<file path="config.mk">
export PLATFORM = sky130hd
export DESIGN_NAME = ifms_top
export DESIGN_NICKNAME = d
export VERILOG_FILES = /design/src/inc/ifms_pkg.sv /design/src/design/ifms_top.sv /design/src/design/ifms_flag_bank.sv /design/src/design/ifms_pin_route.sv
export VERILOG_INCLUDE_DIRS = /design/src /design/src/inc
export SDC_FILE = /design/constraint.sdc
export NUM_CORES = 1
export LEC_CHECK = 0
export BUFFER_PORTS_ARGS = -buffer_cell sky130_fd_sc_hd__buf_4
export CAP_MARGIN = 5
export CORE_ASPECT_RATIO = 0.7
export CORE_MARGIN = 2
export CORE_UTILIZATION = 45
export DETAILED_ROUTE_END_ITERATION = 6
export HOLD_SLACK_MARGIN = 0.02
export PLACE_DENSITY = 0.84
export SYNTH_ARGS = -nofsm -noshare
export SYNTH_HDL_FRONTEND = slang
export SYNTH_SLANG_ARGS = --single-unit
</file>
<file path="constraint.sdc">
create_clock -name clk -period 2.5 [get_ports clk]
set_input_delay 0.375 -clock clk [delete_from_list [all_inputs] [get_ports clk]]
set_output_delay 0.375 -clock clk [all_outputs]
set_load 0.005 [all_outputs]
</file>
<file path="src/inc/ifms_defines.svh">
// constants of the interrupt flag, mask and summary block
// assumes one clock domain and a synchronous active-high reset
`ifndef IFMS_DEFINES_SVH
`define IFMS_DEFINES_SVH

////////////////////////////////////////////////////////////////////////
// group indices in the summary and group mask vectors
`define IFMS_GRP_N       4
`define IFMS_GRP_HOST    0
`define IFMS_GRP_DBUF    1
`define IFMS_GRP_DSEQ    2
`define IFMS_GRP_DERR    3

////////////////////////////////////////////////////////////////////////
// host buffer status bit positions
`define IFMS_HB_BUSY     0
`define IFMS_HB_VBUSY    1
`define IFMS_HB_ERR      2
`define IFMS_HB_HPE      3
`define IFMS_HB_BPE      4
`define IFMS_HB_VVBUSY   5

////////////////////////////////////////////////////////////////////////
// widths and reset values
`define IFMS_FLAG_W      8
`define IFMS_FLAG_RST    8'h00
`define IFMS_SUM_RST     4'h0

`endif

</file>
<file path="src/inc/ifms_pkg.sv">
// types of the interrupt flag, mask and summary block
// assumes the constants header is compiled alongside
package ifms_pkg;

    // host dma pipeline states, one-hot
    typedef enum logic [2:0] {
        IFMS_IDLE  = 3'b001,
        IFMS_BUSY  = 3'b010,
        IFMS_VBUSY = 3'b100
    } ifms_pipe_e;

    // state of the top module
    typedef struct packed {
        ifms_pipe_e pipe;
        logic       wr_seen;
        logic       start;
        logic       cnt_exp;
        logic [3:0] summary;
    } ifms_top_s;

endpackage

</file>
<file path="src/design/ifms_top.sv">
// interrupt flags, masks, group summary and host dma pipeline tracking
// assumes masks and clear strobes come from processor register writes
//
// Contract
// two separate interrupt output pins for single or dual pin use
// sources gather into host buffer, disk buffer, sequencer, error groups
// changing any mask bit never clears a pending flag
// a flag clears only when a one is written to its status bit
// flags and summary bits set whatever the mask bits hold
// a pin needs both the individual and the group mask bit
// each individual mask bit pairs with the flag at its position
// per pin, summary masks choose which groups may drive it
// single pin use: software enables every group on the first pin
// dual pin use: software steers each group to one pin
// every status bit is readable at any time, masked or not
// host pipeline has exactly idle, busy and very busy states
// each state change raises busy or very busy unless parity pending; an abort to idle raises neither
// pipeline transitions depend on direction; high writes the buffer
// busy and very busy are separate host status bits
// host error raised on host or buffer parity, or very very busy
// parity error flags at once, without any state change
// parity error pauses the pipeline and suppresses busy interrupts
// a write to the dma control register makes a one-cycle start
// a write to the stop bit aborts the pipeline
// start while very busy sets the very very busy flag
// pin high while an allowed group holds an unmasked pending flag
// start steps up, count expiry steps down, abort returns idle
`timescale 1ns/1ps
`include "ifms_defines.svh"
module ifms_top #(
    parameter int FLAG_W = `IFMS_FLAG_W
) (
    // clock and reset
    input  wire logic              clk,
    input  wire logic              rst,
    // host pipeline controls
    input  wire logic              dma_ctl_wr,
    input  wire logic              stop_wr,
    input  wire logic              xfer_cnt_expired,
    input  wire logic              dir,
    input  wire logic              fifo_empty_flag,
    input  wire logic              host_bus_parity_err,
    input  wire logic              buffer_bus_parity_err,
    // disk side events, one-cycle pulses
    input  wire logic [FLAG_W-1:0] disk_buf_evt,
    input  wire logic [FLAG_W-1:0] disk_seq_evt,
    input  wire logic [FLAG_W-1:0] disk_err_evt,
    // write-one-to-clear, one strobe per group
    input  wire logic [3:0]        clr_we,
    input  wire logic [FLAG_W-1:0] clr_data,
    // individual masks
    input  wire logic [FLAG_W-1:0] mask_host,
    input  wire logic [FLAG_W-1:0] mask_dbuf,
    input  wire logic [FLAG_W-1:0] mask_dseq,
    input  wire logic [FLAG_W-1:0] mask_derr,
    // summary masks, one per pin
    input  wire logic [3:0]        sum_mask_a,
    input  wire logic [3:0]        sum_mask_b,
    // status
    output logic [FLAG_W-1:0]      host_buffer_irq_status,
    output logic [FLAG_W-1:0]      disk_buffer_irq_status,
    output logic [FLAG_W-1:0]      disk_seq_irq_status,
    output logic [FLAG_W-1:0]      disk_err_irq_status,
    output logic [3:0]             group_summary_first,
    output logic [2:0]             pipe_state,
    // interrupt pins
    output logic                   irq_out_a,
    output logic                   irq_out_b
);

    ////////////////////////////////////////////////////////////////////
    // state and internal signals
    ifms_pkg::ifms_top_s s;
    ifms_pkg::ifms_top_s next_s;

    logic [FLAG_W-1:0] host_set;
    logic [FLAG_W-1:0] set_v   [4];
    logic [FLAG_W-1:0] mask_v  [4];
    logic [FLAG_W-1:0] flags_v [4];
    logic [3:0]        grp_pend;
    logic [3:0]        grp_any;
    logic              parity_now;
    logic              parity_out;
    logic              hold;
    logic              done;

    ////////////////////////////////////////////////////////////////////
    // group wiring: host buffer, disk buffer, sequencer, disk error
    assign set_v[`IFMS_GRP_HOST]  = host_set;
    assign set_v[`IFMS_GRP_DBUF]  = disk_buf_evt;
    assign set_v[`IFMS_GRP_DSEQ]  = disk_seq_evt;
    assign set_v[`IFMS_GRP_DERR]  = disk_err_evt;
    assign mask_v[`IFMS_GRP_HOST] = mask_host;
    assign mask_v[`IFMS_GRP_DBUF] = mask_dbuf;
    assign mask_v[`IFMS_GRP_DSEQ] = mask_dseq;
    assign mask_v[`IFMS_GRP_DERR] = mask_derr;

    // one sticky flag bank per group, mask bit n gates flag bit n
    for (genvar g = 0; g < `IFMS_GRP_N; g++) begin : g_bank
        ifms_flag_bank #(
            .W        (FLAG_W)
        ) u_bank (
            .clk      (clk),
            .rst      (rst),
            .set      (set_v[g]),
            .clr_we   (clr_we[g]),
            .clr_data (clr_data),
            .mask     (mask_v[g]),
            .flags    (flags_v[g]),
            .pend     (grp_pend[g]),
            .any      (grp_any[g])
        );
    end

    ////////////////////////////////////////////////////////////////////
    // two output pins, each with its own group steering
    ifms_pin_route #(
        .G          (4)
    ) u_pin_a (
        .clk        (clk),
        .rst        (rst),
        .group_pend (grp_pend),
        .sum_mask   (sum_mask_a),
        .pin        (irq_out_a)
    );

    ifms_pin_route #(
        .G          (4)
    ) u_pin_b (
        .clk        (clk),
        .rst        (rst),
        .group_pend (grp_pend),
        .sum_mask   (sum_mask_b),
        .pin        (irq_out_b)
    );

    ////////////////////////////////////////////////////////////////////
    // pause conditions and completion of the active transfer
    assign parity_now = host_bus_parity_err | buffer_bus_parity_err;
    assign parity_out = flags_v[`IFMS_GRP_HOST][`IFMS_HB_HPE]
                      | flags_v[`IFMS_GRP_HOST][`IFMS_HB_BPE];
    assign hold       = parity_now | parity_out;
    // writes to the buffer finish only once the fifo has drained
    assign done = (s.cnt_exp | xfer_cnt_expired)
                & (~dir | fifo_empty_flag);

    // next state: start pulse, pipeline moves and host events
    always_comb begin
        next_s                      = s;
        host_set                    = '0;
        next_s.wr_seen              = dma_ctl_wr;
        next_s.start                = dma_ctl_wr & ~s.wr_seen;
        next_s.summary              = grp_any;
        if (xfer_cnt_expired) begin
            next_s.cnt_exp = 1'b1;
        end
        host_set[`IFMS_HB_HPE]      = host_bus_parity_err;
        host_set[`IFMS_HB_BPE]      = buffer_bus_parity_err;
        if (s.start && s.pipe == ifms_pkg::IFMS_VBUSY) begin
            host_set[`IFMS_HB_VVBUSY] = 1'b1;
        end
        if (stop_wr) begin
            next_s.pipe    = ifms_pkg::IFMS_IDLE;
            next_s.cnt_exp = 1'b0;
        end else if (!hold) begin
            case (s.pipe)
                ifms_pkg::IFMS_IDLE: begin
                    next_s.cnt_exp = 1'b0;
                    if (s.start) begin
                        next_s.pipe              = ifms_pkg::IFMS_BUSY;
                        host_set[`IFMS_HB_BUSY]  = 1'b1;
                    end
                end
                ifms_pkg::IFMS_BUSY: begin
                    if (s.start && done) begin
                        next_s.cnt_exp           = 1'b0;
                        host_set[`IFMS_HB_BUSY]  = 1'b1;
                    end else if (s.start) begin
                        next_s.pipe              = ifms_pkg::IFMS_VBUSY;
                        host_set[`IFMS_HB_VBUSY] = 1'b1;
                    end else if (done) begin
                        next_s.pipe              = ifms_pkg::IFMS_IDLE;
                        next_s.cnt_exp           = 1'b0;
                        host_set[`IFMS_HB_BUSY]  = 1'b1;
                    end
                end
                ifms_pkg::IFMS_VBUSY: begin
                    if (done && !s.start) begin
                        next_s.pipe              = ifms_pkg::IFMS_BUSY;
                        next_s.cnt_exp           = 1'b0;
                        host_set[`IFMS_HB_BUSY]  = 1'b1;
                    end else if (done) begin
                        next_s.cnt_exp           = 1'b0;
                        host_set[`IFMS_HB_VBUSY] = 1'b1;
                    end
                end
                default: begin
                    next_s.pipe = ifms_pkg::IFMS_IDLE;
                end
            endcase
        end
        host_set[`IFMS_HB_ERR] = host_set[`IFMS_HB_HPE]
                               | host_set[`IFMS_HB_BPE]
                               | host_set[`IFMS_HB_VVBUSY];
    end

    // state register
    always_ff @(posedge clk) begin
        if (rst) begin
            s.pipe    <= ifms_pkg::IFMS_IDLE;
            s.wr_seen <= 1'b0;
            s.start   <= 1'b0;
            s.cnt_exp <= 1'b0;
            s.summary <= `IFMS_SUM_RST;
        end else begin
            s <= next_s;
        end
    end

    ////////////////////////////////////////////////////////////////////
    // outputs, all from flops
    assign host_buffer_irq_status = flags_v[`IFMS_GRP_HOST];
    assign disk_buffer_irq_status = flags_v[`IFMS_GRP_DBUF];
    assign disk_seq_irq_status    = flags_v[`IFMS_GRP_DSEQ];
    assign disk_err_irq_status    = flags_v[`IFMS_GRP_DERR];
    assign group_summary_first    = s.summary;
    assign pipe_state             = s.pipe;
endmodule

</file>
<file path="src/design/ifms_flag_bank.sv">
// one group of sticky interrupt flags with write-one-to-clear
// assumes set and clear strobes are synchronous to clk
`timescale 1ns/1ps
module ifms_flag_bank #(
    parameter int W = 8
) (
    // clock and reset
    input  wire logic         clk,
    input  wire logic         rst,
    // events and processor clear
    input  wire logic [W-1:0] set,
    input  wire logic         clr_we,
    input  wire logic [W-1:0] clr_data,
    // individual mask
    input  wire logic [W-1:0] mask,
    // status
    output logic      [W-1:0] flags,
    output logic              pend,
    output logic              any
);

    typedef struct packed {
        logic [W-1:0] flags;
    } ifms_bank_s;

    ifms_bank_s s;
    ifms_bank_s next_s;

    // set wins over a clear in the same cycle; masks never clear
    always_comb begin
        next_s = s;
        if (clr_we) begin
            next_s.flags = s.flags & ~clr_data;
        end
        next_s.flags = next_s.flags | set;
    end

    // flag register
    always_ff @(posedge clk) begin
        if (rst) begin
            s <= '0;
        end else begin
            s <= next_s;
        end
    end

    // status and unmasked pending
    assign flags = s.flags;
    assign pend  = |(s.flags & mask);
    assign any   = |s.flags;

endmodule

</file>
<file path="src/design/ifms_pin_route.sv">
// steers pending groups through a summary mask onto one output pin
// assumes group pending terms are already individually masked
`timescale 1ns/1ps
module ifms_pin_route #(
    parameter int G = 4
) (
    // clock and reset
    input  wire logic         clk,
    input  wire logic         rst,
    // groups and summary mask
    input  wire logic [G-1:0] group_pend,
    input  wire logic [G-1:0] sum_mask,
    // pin
    output logic              pin
);

    typedef struct packed {
        logic pin;
    } ifms_pin_s;

    ifms_pin_s s;
    ifms_pin_s next_s;

    // pin follows any allowed, unmasked pending group
    always_comb begin
        next_s     = s;
        next_s.pin = |(group_pend & sum_mask);
    end

    // pin register
    always_ff @(posedge clk) begin
        if (rst) begin
            s <= '0;
        end else begin
            s <= next_s;
        end
    end

    assign pin = s.pin;

endmodule

</file>
==> run_results.csv, run 1 <==
group,metric,value,unit
sta,post_route_setup_tns,0,ns
yosys,synth_area_leader_cell,"sky130_fd_sc_hd__dfxtp_1",
power,peakVddDrop,0.439,mV
route,route.final.wire_length,6210,um
clocking,clock_tree.root_cell,"sky130_fd_sc_hd__clkbuf_8",
worst_setup_path,cp_max_fo,12,
global_route,globalRouteOverflowTotal,0,
finish,final_core_util,72.5,%
route,drt_first_iter_violations,162,
finish,drive_above_1_share,38.7,%
job,maxCapViolCount,0,
yosys,synth_area_leaders,"sky130_fd_sc_hd__dfxtp_1, sky130_fd_sc_hd__a21oi_1, sky130_fd_sc_hd__a22oi_1",
yosys,synth.lib_cells_used.distinct,33,
power,report.power.total,1.53,mW
finish,diode_insertion_count_for_antenna_repair,0,
yosys,synth_top_area_share,45.4,%
route,drcViolationCount,0,
global_route,grt_antenna_before_repair,0,
floorplanning,die_width,82.5,um
worst_setup_path,regToRegEndpoint,"g_bank[0].u_bank.flags[1]",
hold_path,holdCritStartpoint,"disk_err_evt[1]",
global_route,grt_usage,25.0,%
yosys,synthesis.yosys.warnings,0,
global_route,first_global_vias,1958,
worst_setup_path,timing.critical_path.from_type,"flop",
worst_setup_path,timing.setup.critical_path_class,"reg2reg",
clocking,cts.hold.buffers_added,0,
clocking,numClockSinks,44,
clocking,clkTransAtPathRegs,0.08,ns
worst_setup_path,worst-endpoint-arrival,1.89,ns
placement,post-place-cells,398,
yosys,post_synth_instance_area,1940,um2
finish,stdcell_count,406,
sta,max_freq,599,MHz
route,mean_number_of_vias_per_cell,5.47,
sta,timing.final.crit_period,1.67,ns
clocking,clock_tree_from_tritoncts,"built",
global_route,largest_net_degree_at_the_start_of_global_routing,43,
route,drt_antenna_net_count,0,
worst_setup_path,crit_slowest_cell,"sky130_fd_sc_hd__dfxtp_1",
sta,slew_violations,0,
hold_path,min_delay_path_depth,3,
clocking,postCtsSetupBuffers,0,
yosys,yosysMostFrequentCell,"sky130_fd_sc_hd__dfxtp_1",
placement,routabilityCongestion,0.854,
yosys,number_of_synthesized_register_bits,44,
sta,final.period_utilization,66.7,%
floorplanning,rows,19,
yosys,post_synth.cell_area_avg,8.09,um2
clocking,max-clock-path-buffers,2,
worst_setup_path,timing.rr.start,"pipe_state[2]",
power,cellPowerDensity,523,nW/um2
finish,nNetsFinal,438,
finish,area_growth,51.0,%
sta,timing_hold_violations_final,0,
floorplanning,initial_core_util,48.0,%
worst_setup_path,slack_of_the_worst_reg_to_reg_path,0.83,ns
placement,setup_slack_at_placement,0.731,ns
route,detailedRoute.firstPassIterationCount,4,
clocking,count_of_h_tree_levels_built_during_cts,2,
sta,rsz0062_at_grt,"no",
sta,max_slew.worst_pin.slew,0.638,ns
hold_path,timing.hold.worst.class,"in2reg",
yosys,async_reset_ff_share,0,%
floorplanning,design.core.area,4040,um2
floorplanning,die_height,59.0,um
worst_setup_path,critical_path_s_top_delay_family,"simple AND/OR/NAND/NOR gates",
sta,worst_hold_slack,0.290,ns
sta,report.final.setup_viol,0,
clocking,tritoncts_buffers,5,
worst_setup_path,worstPathRequired,2.72,ns
placement,placed_wire_length_estimate,4760,um
global_route,grt_pass1_wl,9230,um
worst_setup_path,worstSetupEndpointType,"flop",
power,power.leakage,1.32,nW
clocking,worstSkewPairLatency,0.28,ns
placement,postPlaceCellArea,2840,um2
yosys,postSynthNetCount,325,
placement,port_buffers,125,
worst_setup_path,crit_chain,"nand2b_1, or3_1, a2111o_1, a21oi_2",
yosys,synthesis.instances,240,
sta,clock_skew,0.00491,ns
yosys,yosys-top-cells-count,"sky130_fd_sc_hd__dfxtp_1, sky130_fd_sc_hd__a21oi_1, sky130_fd_sc_hd__nor2_1",
yosys,synth.yosys.seq_area_share,45.4,%
finish,design_area,2930,um2
sta,maxSlewHeadroom,57.4,%
worst_setup_path,max_stage_delay,0.52,ns
clocking,cts_repair_resized_insts,0,
worst_setup_path,worst_r2r_path_depth,4,
sta,worst_slack,0.831,ns
route,vias,2221,
floorplanning,io-pin-count,126,
yosys,synth_enable_flop_cells,0,
outcome,run_status,"complete, no violations",
yosys,synthFlopType,"sky130_fd_sc_hd__dfxtp_1",
floorplanning,design.die.area,4870,um2
hold_path,hold_end,"g_bank[3].u_bank.flags[1]",
worst_setup_path,path_buf_inv,0,
route,routedWlPerCell,15.3,um
## kinds of logic after synthesis
kind of cell           count (synthesis)  synth area share (%)
buffers and inverters                 22                  6.06
AND/OR/NAND/NOR                       98                  23.4
AO/OA/AOI/OAI                         76                  25.2
flip-flops                            44                  45.4
## how the worst max path moves through the flow
| stage | startpoint | endpoint | cells after the start |
|---|---|---|---|
| finish | pipe_state[2] | g_bank[0].u_bank.flags[1] | 4 |
| global route | pipe_state[2] | g_bank[0].u_bank.flags[1] | 4 |
| CTS | pipe_state[2] | g_bank[0].u_bank.flags[1] | 4 |
| detailed placement | fifo_empty_flag | s[4] | 5 |
| global placement | fifo_empty_flag | g_bank[0].u_bank.flags[1] | 5 |
| floorplan | dir | g_bank[0].u_bank.flags[1] | 5 |
## layer usage
| layer | GRT usage, % | wire, um | vias up |
|---|---|---|---|
| met4 | 4.22 | 21 | 0 |
| met2 | 39.2 | 2710 | 129 |
| li1 | - | - | 1088 |
| met5 | 0 | 0 | - |
| met1 | 35.0 | 2690 | 1002 |
| met3 | 7.06 | 781 | 2 |
## power by group
part | internal [mW] | total (mW) | switching, mW
Clock | 0.221 | 0.452 | 0.231
Sequential | 0.743 | 0.787 | 0.0445
Combinational | 0.175 | 0.293 | 0.118
## cell usage in the layout, fill, tap and decap left out, types with 3 or more instances in the layout
master and n:
sky130_fd_sc_hd__a211oi_1 3, sky130_fd_sc_hd__a21oi_1 35, sky130_fd_sc_hd__a22oi_1 20, sky130_fd_sc_hd__buf_4 125, sky130_fd_sc_hd__clkbuf_8 6, sky130_fd_sc_hd__dfxtp_1 44, sky130_fd_sc_hd__inv_1 3, sky130_fd_sc_hd__nand2_1 34
sky130_fd_sc_hd__nand2b_1 4, sky130_fd_sc_hd__nand4_1 4, sky130_fd_sc_hd__nor2_1 35, sky130_fd_sc_hd__nor2b_1 5, sky130_fd_sc_hd__nor4_1 9
## cell type report
type,instances,area (um2)
clock buffer,6,82.6
tap,52,65.1
multi-input combinational,174,943
timing repair buffer,125,938
clock inverter,2,10.0
inverter,3,11.3
fill,331,1110
sequential,44,881
## registers in the layout (all words and copies together), names as in the netlist
| signal | flops |
|---|---|
| g_bank.u_bank.flags | 32 |
| group_summary_first | 4 |
| pipe_state | 3 |
| s | 3 |
| u_pin_a.pin | 1 |
| u_pin_b.pin | 1 |
## tightest hold or removal path: cells and delay by family
family / cells / cell delay, ns
buffers and inverters: 1 / 0.08
AO/OA/AOI/OAI: 1 / 0.03
AND/OR/NAND/NOR: 1 / 0.06
No activity file was read; power rests on OpenSTA's default activity.
==> run 2, diff against run 1 <==
--- a/config.mk
+++ b/config.mk
@@ -10,10 +10,10 @@
 export CAP_MARGIN = 5
 export CORE_ASPECT_RATIO = 0.7
 export CORE_MARGIN = 2
-export CORE_UTILIZATION = 45
+export CORE_UTILIZATION = 42
 export DETAILED_ROUTE_END_ITERATION = 6
 export HOLD_SLACK_MARGIN = 0.02
-export PLACE_DENSITY = 0.84
+export PLACE_DENSITY = 0.79
 export SYNTH_ARGS = -nofsm -noshare
 export SYNTH_HDL_FRONTEND = slang
 export SYNTH_SLANG_ARGS = --single-unit
==> constraint.sdc (replaced) <==
create_clock -name clk -period 1.7 [get_ports clk]
set_input_delay 0.255 -clock clk [delete_from_list [all_inputs] [get_ports clk]]
set_output_delay 0.255 -clock clk [all_outputs]
set_load 0.005 [all_outputs]
==> run 2 against run 1 <==
Compared with the run above: worst setup slack worse by 0.75 ns; fmax is 3.3% higher; core utilization shrank 5.0 points; clock skew grew 0.00082 ns; via count unchanged; non-clock buffer count is 5 higher; flip-flop and latch count unchanged; register-to-register slack lost 0.75 ns; count of clock-buffer cells in the layout rose by 1; combinational power rose by 49%; routed wire length rose by 0.82%; sequential share of layout area down 0.43 points; critical path type unchanged; largest cell class is now non-clock buffers.
==> run_results.csv, run 2 (synthesized netlist as in run 1, its figures left out) <==
group,metric,value,unit
floorplanning,initial_core_util,44.1,%
worst_setup_path,crit_slowest_cell,"sky130_fd_sc_hd__dfxtp_1",
hold_path,hold_end,"g_bank[3].u_bank.flags[0]",
hold_path,min_delay_path_depth,3,
sta,max_slew.worst_pin.slew,0.576,ns
route,route.final.wire_length,6260,um
worst_setup_path,timing.rr.start,"pipe_state[2]",
clocking,cts.hold.buffers_added,0,
finish,most_frequent_cells_in_the_layout,"sky130_fd_sc_hd__buf_4, sky130_fd_sc_hd__dfxtp_1, sky130_fd_sc_hd__a21oi_1, sky130_fd_sc_hd__nor2_1, sky130_fd_sc_hd__nand2_1",
clocking,clkTransAtPathRegs,0.08,ns
finish,largest_register_ff_count,32,
worst_setup_path,worstSetupEndpointType,"flop",
finish,diode_insertion_count_for_antenna_repair,0,
clocking,max-clock-path-buffers,2,
placement,routabilityCongestion,0.962,
sta,maxSlewHeadroom,61.5,%
floorplanning,design.die.area,5190,um2
clocking,postCtsSetupBuffers,0,
global_route,grt_pass1_wl,9600,um
power,peakVddDrop,0.450,mV
placement,post-place-cells,406,
sta,rsz0062_at_grt,"no",
worst_setup_path,timing.setup.critical_path_class,"reg2reg",
outcome,run_status,"complete, no violations",
placement,port_buffers,125,
route,drt_first_iter_violations,171,
sta,timing_hold_violations_final,0,
global_route,largest_net_degree_at_the_start_of_global_routing,43,
global_route,grt_antenna_before_repair,0,
clocking,count_of_h_tree_levels_built_during_cts,2,
clocking,worstSkewPairLatency,0.29,ns
power,cellPowerDensity,765,nW/um2
route,detailedRoute.firstPassIterationCount,5,
finish,nNetsFinal,443,
power,power.leakage,1.34,nW
worst_setup_path,slack_of_the_worst_reg_to_reg_path,0.09,ns
route,drcViolationCount,0,
clocking,cts_repair_resized_insts,0,
worst_setup_path,worst-endpoint-arrival,1.84,ns
global_route,globalRouteMet3Util,6.26,%
floorplanning,io-pin-count,126,
floorplanning,die_height,60.9,um
worst_setup_path,max_stage_delay,0.46,ns
sta,report.final.setup_viol,0,
sta,worst_slack,0.0850,ns
sta,worst_hold_slack,0.167,ns
global_route,globalRouteMet1Util,35.9,%
floorplanning,rows,20,
global_route,first_global_vias,1959,
floorplanning,design.core.area,4400,um2
floorplanning,die_width,85.3,um
route,vias,2221,
sta,final.period_utilization,95.0,%
worst_setup_path,cp_max_fo,7,
finish,area_growth,53.2,%
clocking,tritoncts_buffers,5,
worst_setup_path,regToRegEndpoint,"g_bank[0].u_bank.flags[1]",
clocking,clock_tree_from_tritoncts,"built",
finish,final_common_cell,"sky130_fd_sc_hd__buf_4",
clocking,clock_tree.root_cell,"sky130_fd_sc_hd__clkbuf_8",
route,mean_number_of_vias_per_cell,5.36,
worst_setup_path,worstPathRequired,1.92,ns
hold_path,timing.hold.worst.class,"in2reg",
global_route,grt_usage,23.9,%
placement,placed_wire_length_estimate,4830,um
placement,setup_slack_at_placement,0.139,ns
route,drt_antenna_net_count,0,
finish,stdcell_count,414,
finish,final_core_util,67.5,%
sta,max_freq,619,MHz
sta,clock_skew,0.00573,ns
global_route,groute.layer.met2.usage,34.5,%
worst_setup_path,worst_r2r_path_depth,4,
global_route,globalRoute.busiestLayer,"met1",
sta,slew_violations,0,
worst_setup_path,crit_chain,"nand2b_1, or3_1, a2111o_1, a21oi_2",
sta,timing.final.crit_period,1.61,ns
worst_setup_path,timing.critical_path.from_type,"flop",
global_route,globalRouteOverflowTotal,0,
sta,post_route_setup_tns,0,ns
job,maxCapViolCount,0,
clocking,numClockSinks,44,
route,routedWlPerCell,15.1,um
finish,drive_above_1_share,39.3,%
hold_path,holdCritStartpoint,"disk_err_evt[0]",
run 2: report_power, final:
| group | internal (mW) | switching (mW) | total, mW |
|---|---|---|---|
| Clock | 0.331 | 0.353 | 0.683 |
| Combinational | 0.261 | 0.176 | 0.437 |
| Sequential | 1.09 | 0.0626 | 1.15 |
| Total | 1.68 | 0.591 | 2.27 |
run 2: per-stage QoR:
step	instance area (um2)	total power, mW
floorplan	1940	1.32
global placement	2880	1.61
detailed placement	2880	1.61
CTS	2970	2.28
global route	2970	2.39
finish	2970	2.27
run 2: layout make-up:
cell class                 count  area, um2
multi-input combinational    174        943
inverter                       3       11.3
sequential                    44        881
tap                           55       68.8
clock inverter                 1       7.51
clock buffer                   7       86.3
timing repair buffer         130        976
fill                         372       1430
run 2: metal layers:
layer	vias up	share of wire, %
li1	1093	-
met1	1010	48
met2	118	42
met3	0	11
met4	0	0
met5	-	0
run 2: worst max-delay path by stage:
stage | to | start | slack (ns)
after detailed placement | g_bank[0].u_bank.flags[1] | pipe_state[2] | 0.14
after global routing | g_bank[0].u_bank.flags[1] | pipe_state[2] | 0.001
after global placement | g_bank[0].u_bank.flags[1] | pipe_state[2] | 0.19
after floorplan | g_bank[0].u_bank.flags[1] | g_bank[0].u_bank.flags[4] | 0.23
after CTS | g_bank[0].u_bank.flags[1] | pipe_state[2] | 0.11
final | g_bank[0].u_bank.flags[1] | pipe_state[2] | 0.09
run 2: worst max-delay path, delay by kind of cell (launching register included):
family / cells / cell delay (ns)
DFF: 1 / 0.46
and+or+nand+nor: 2 / 0.56
AOI/OAI and AO/OA: 2 / 0.53
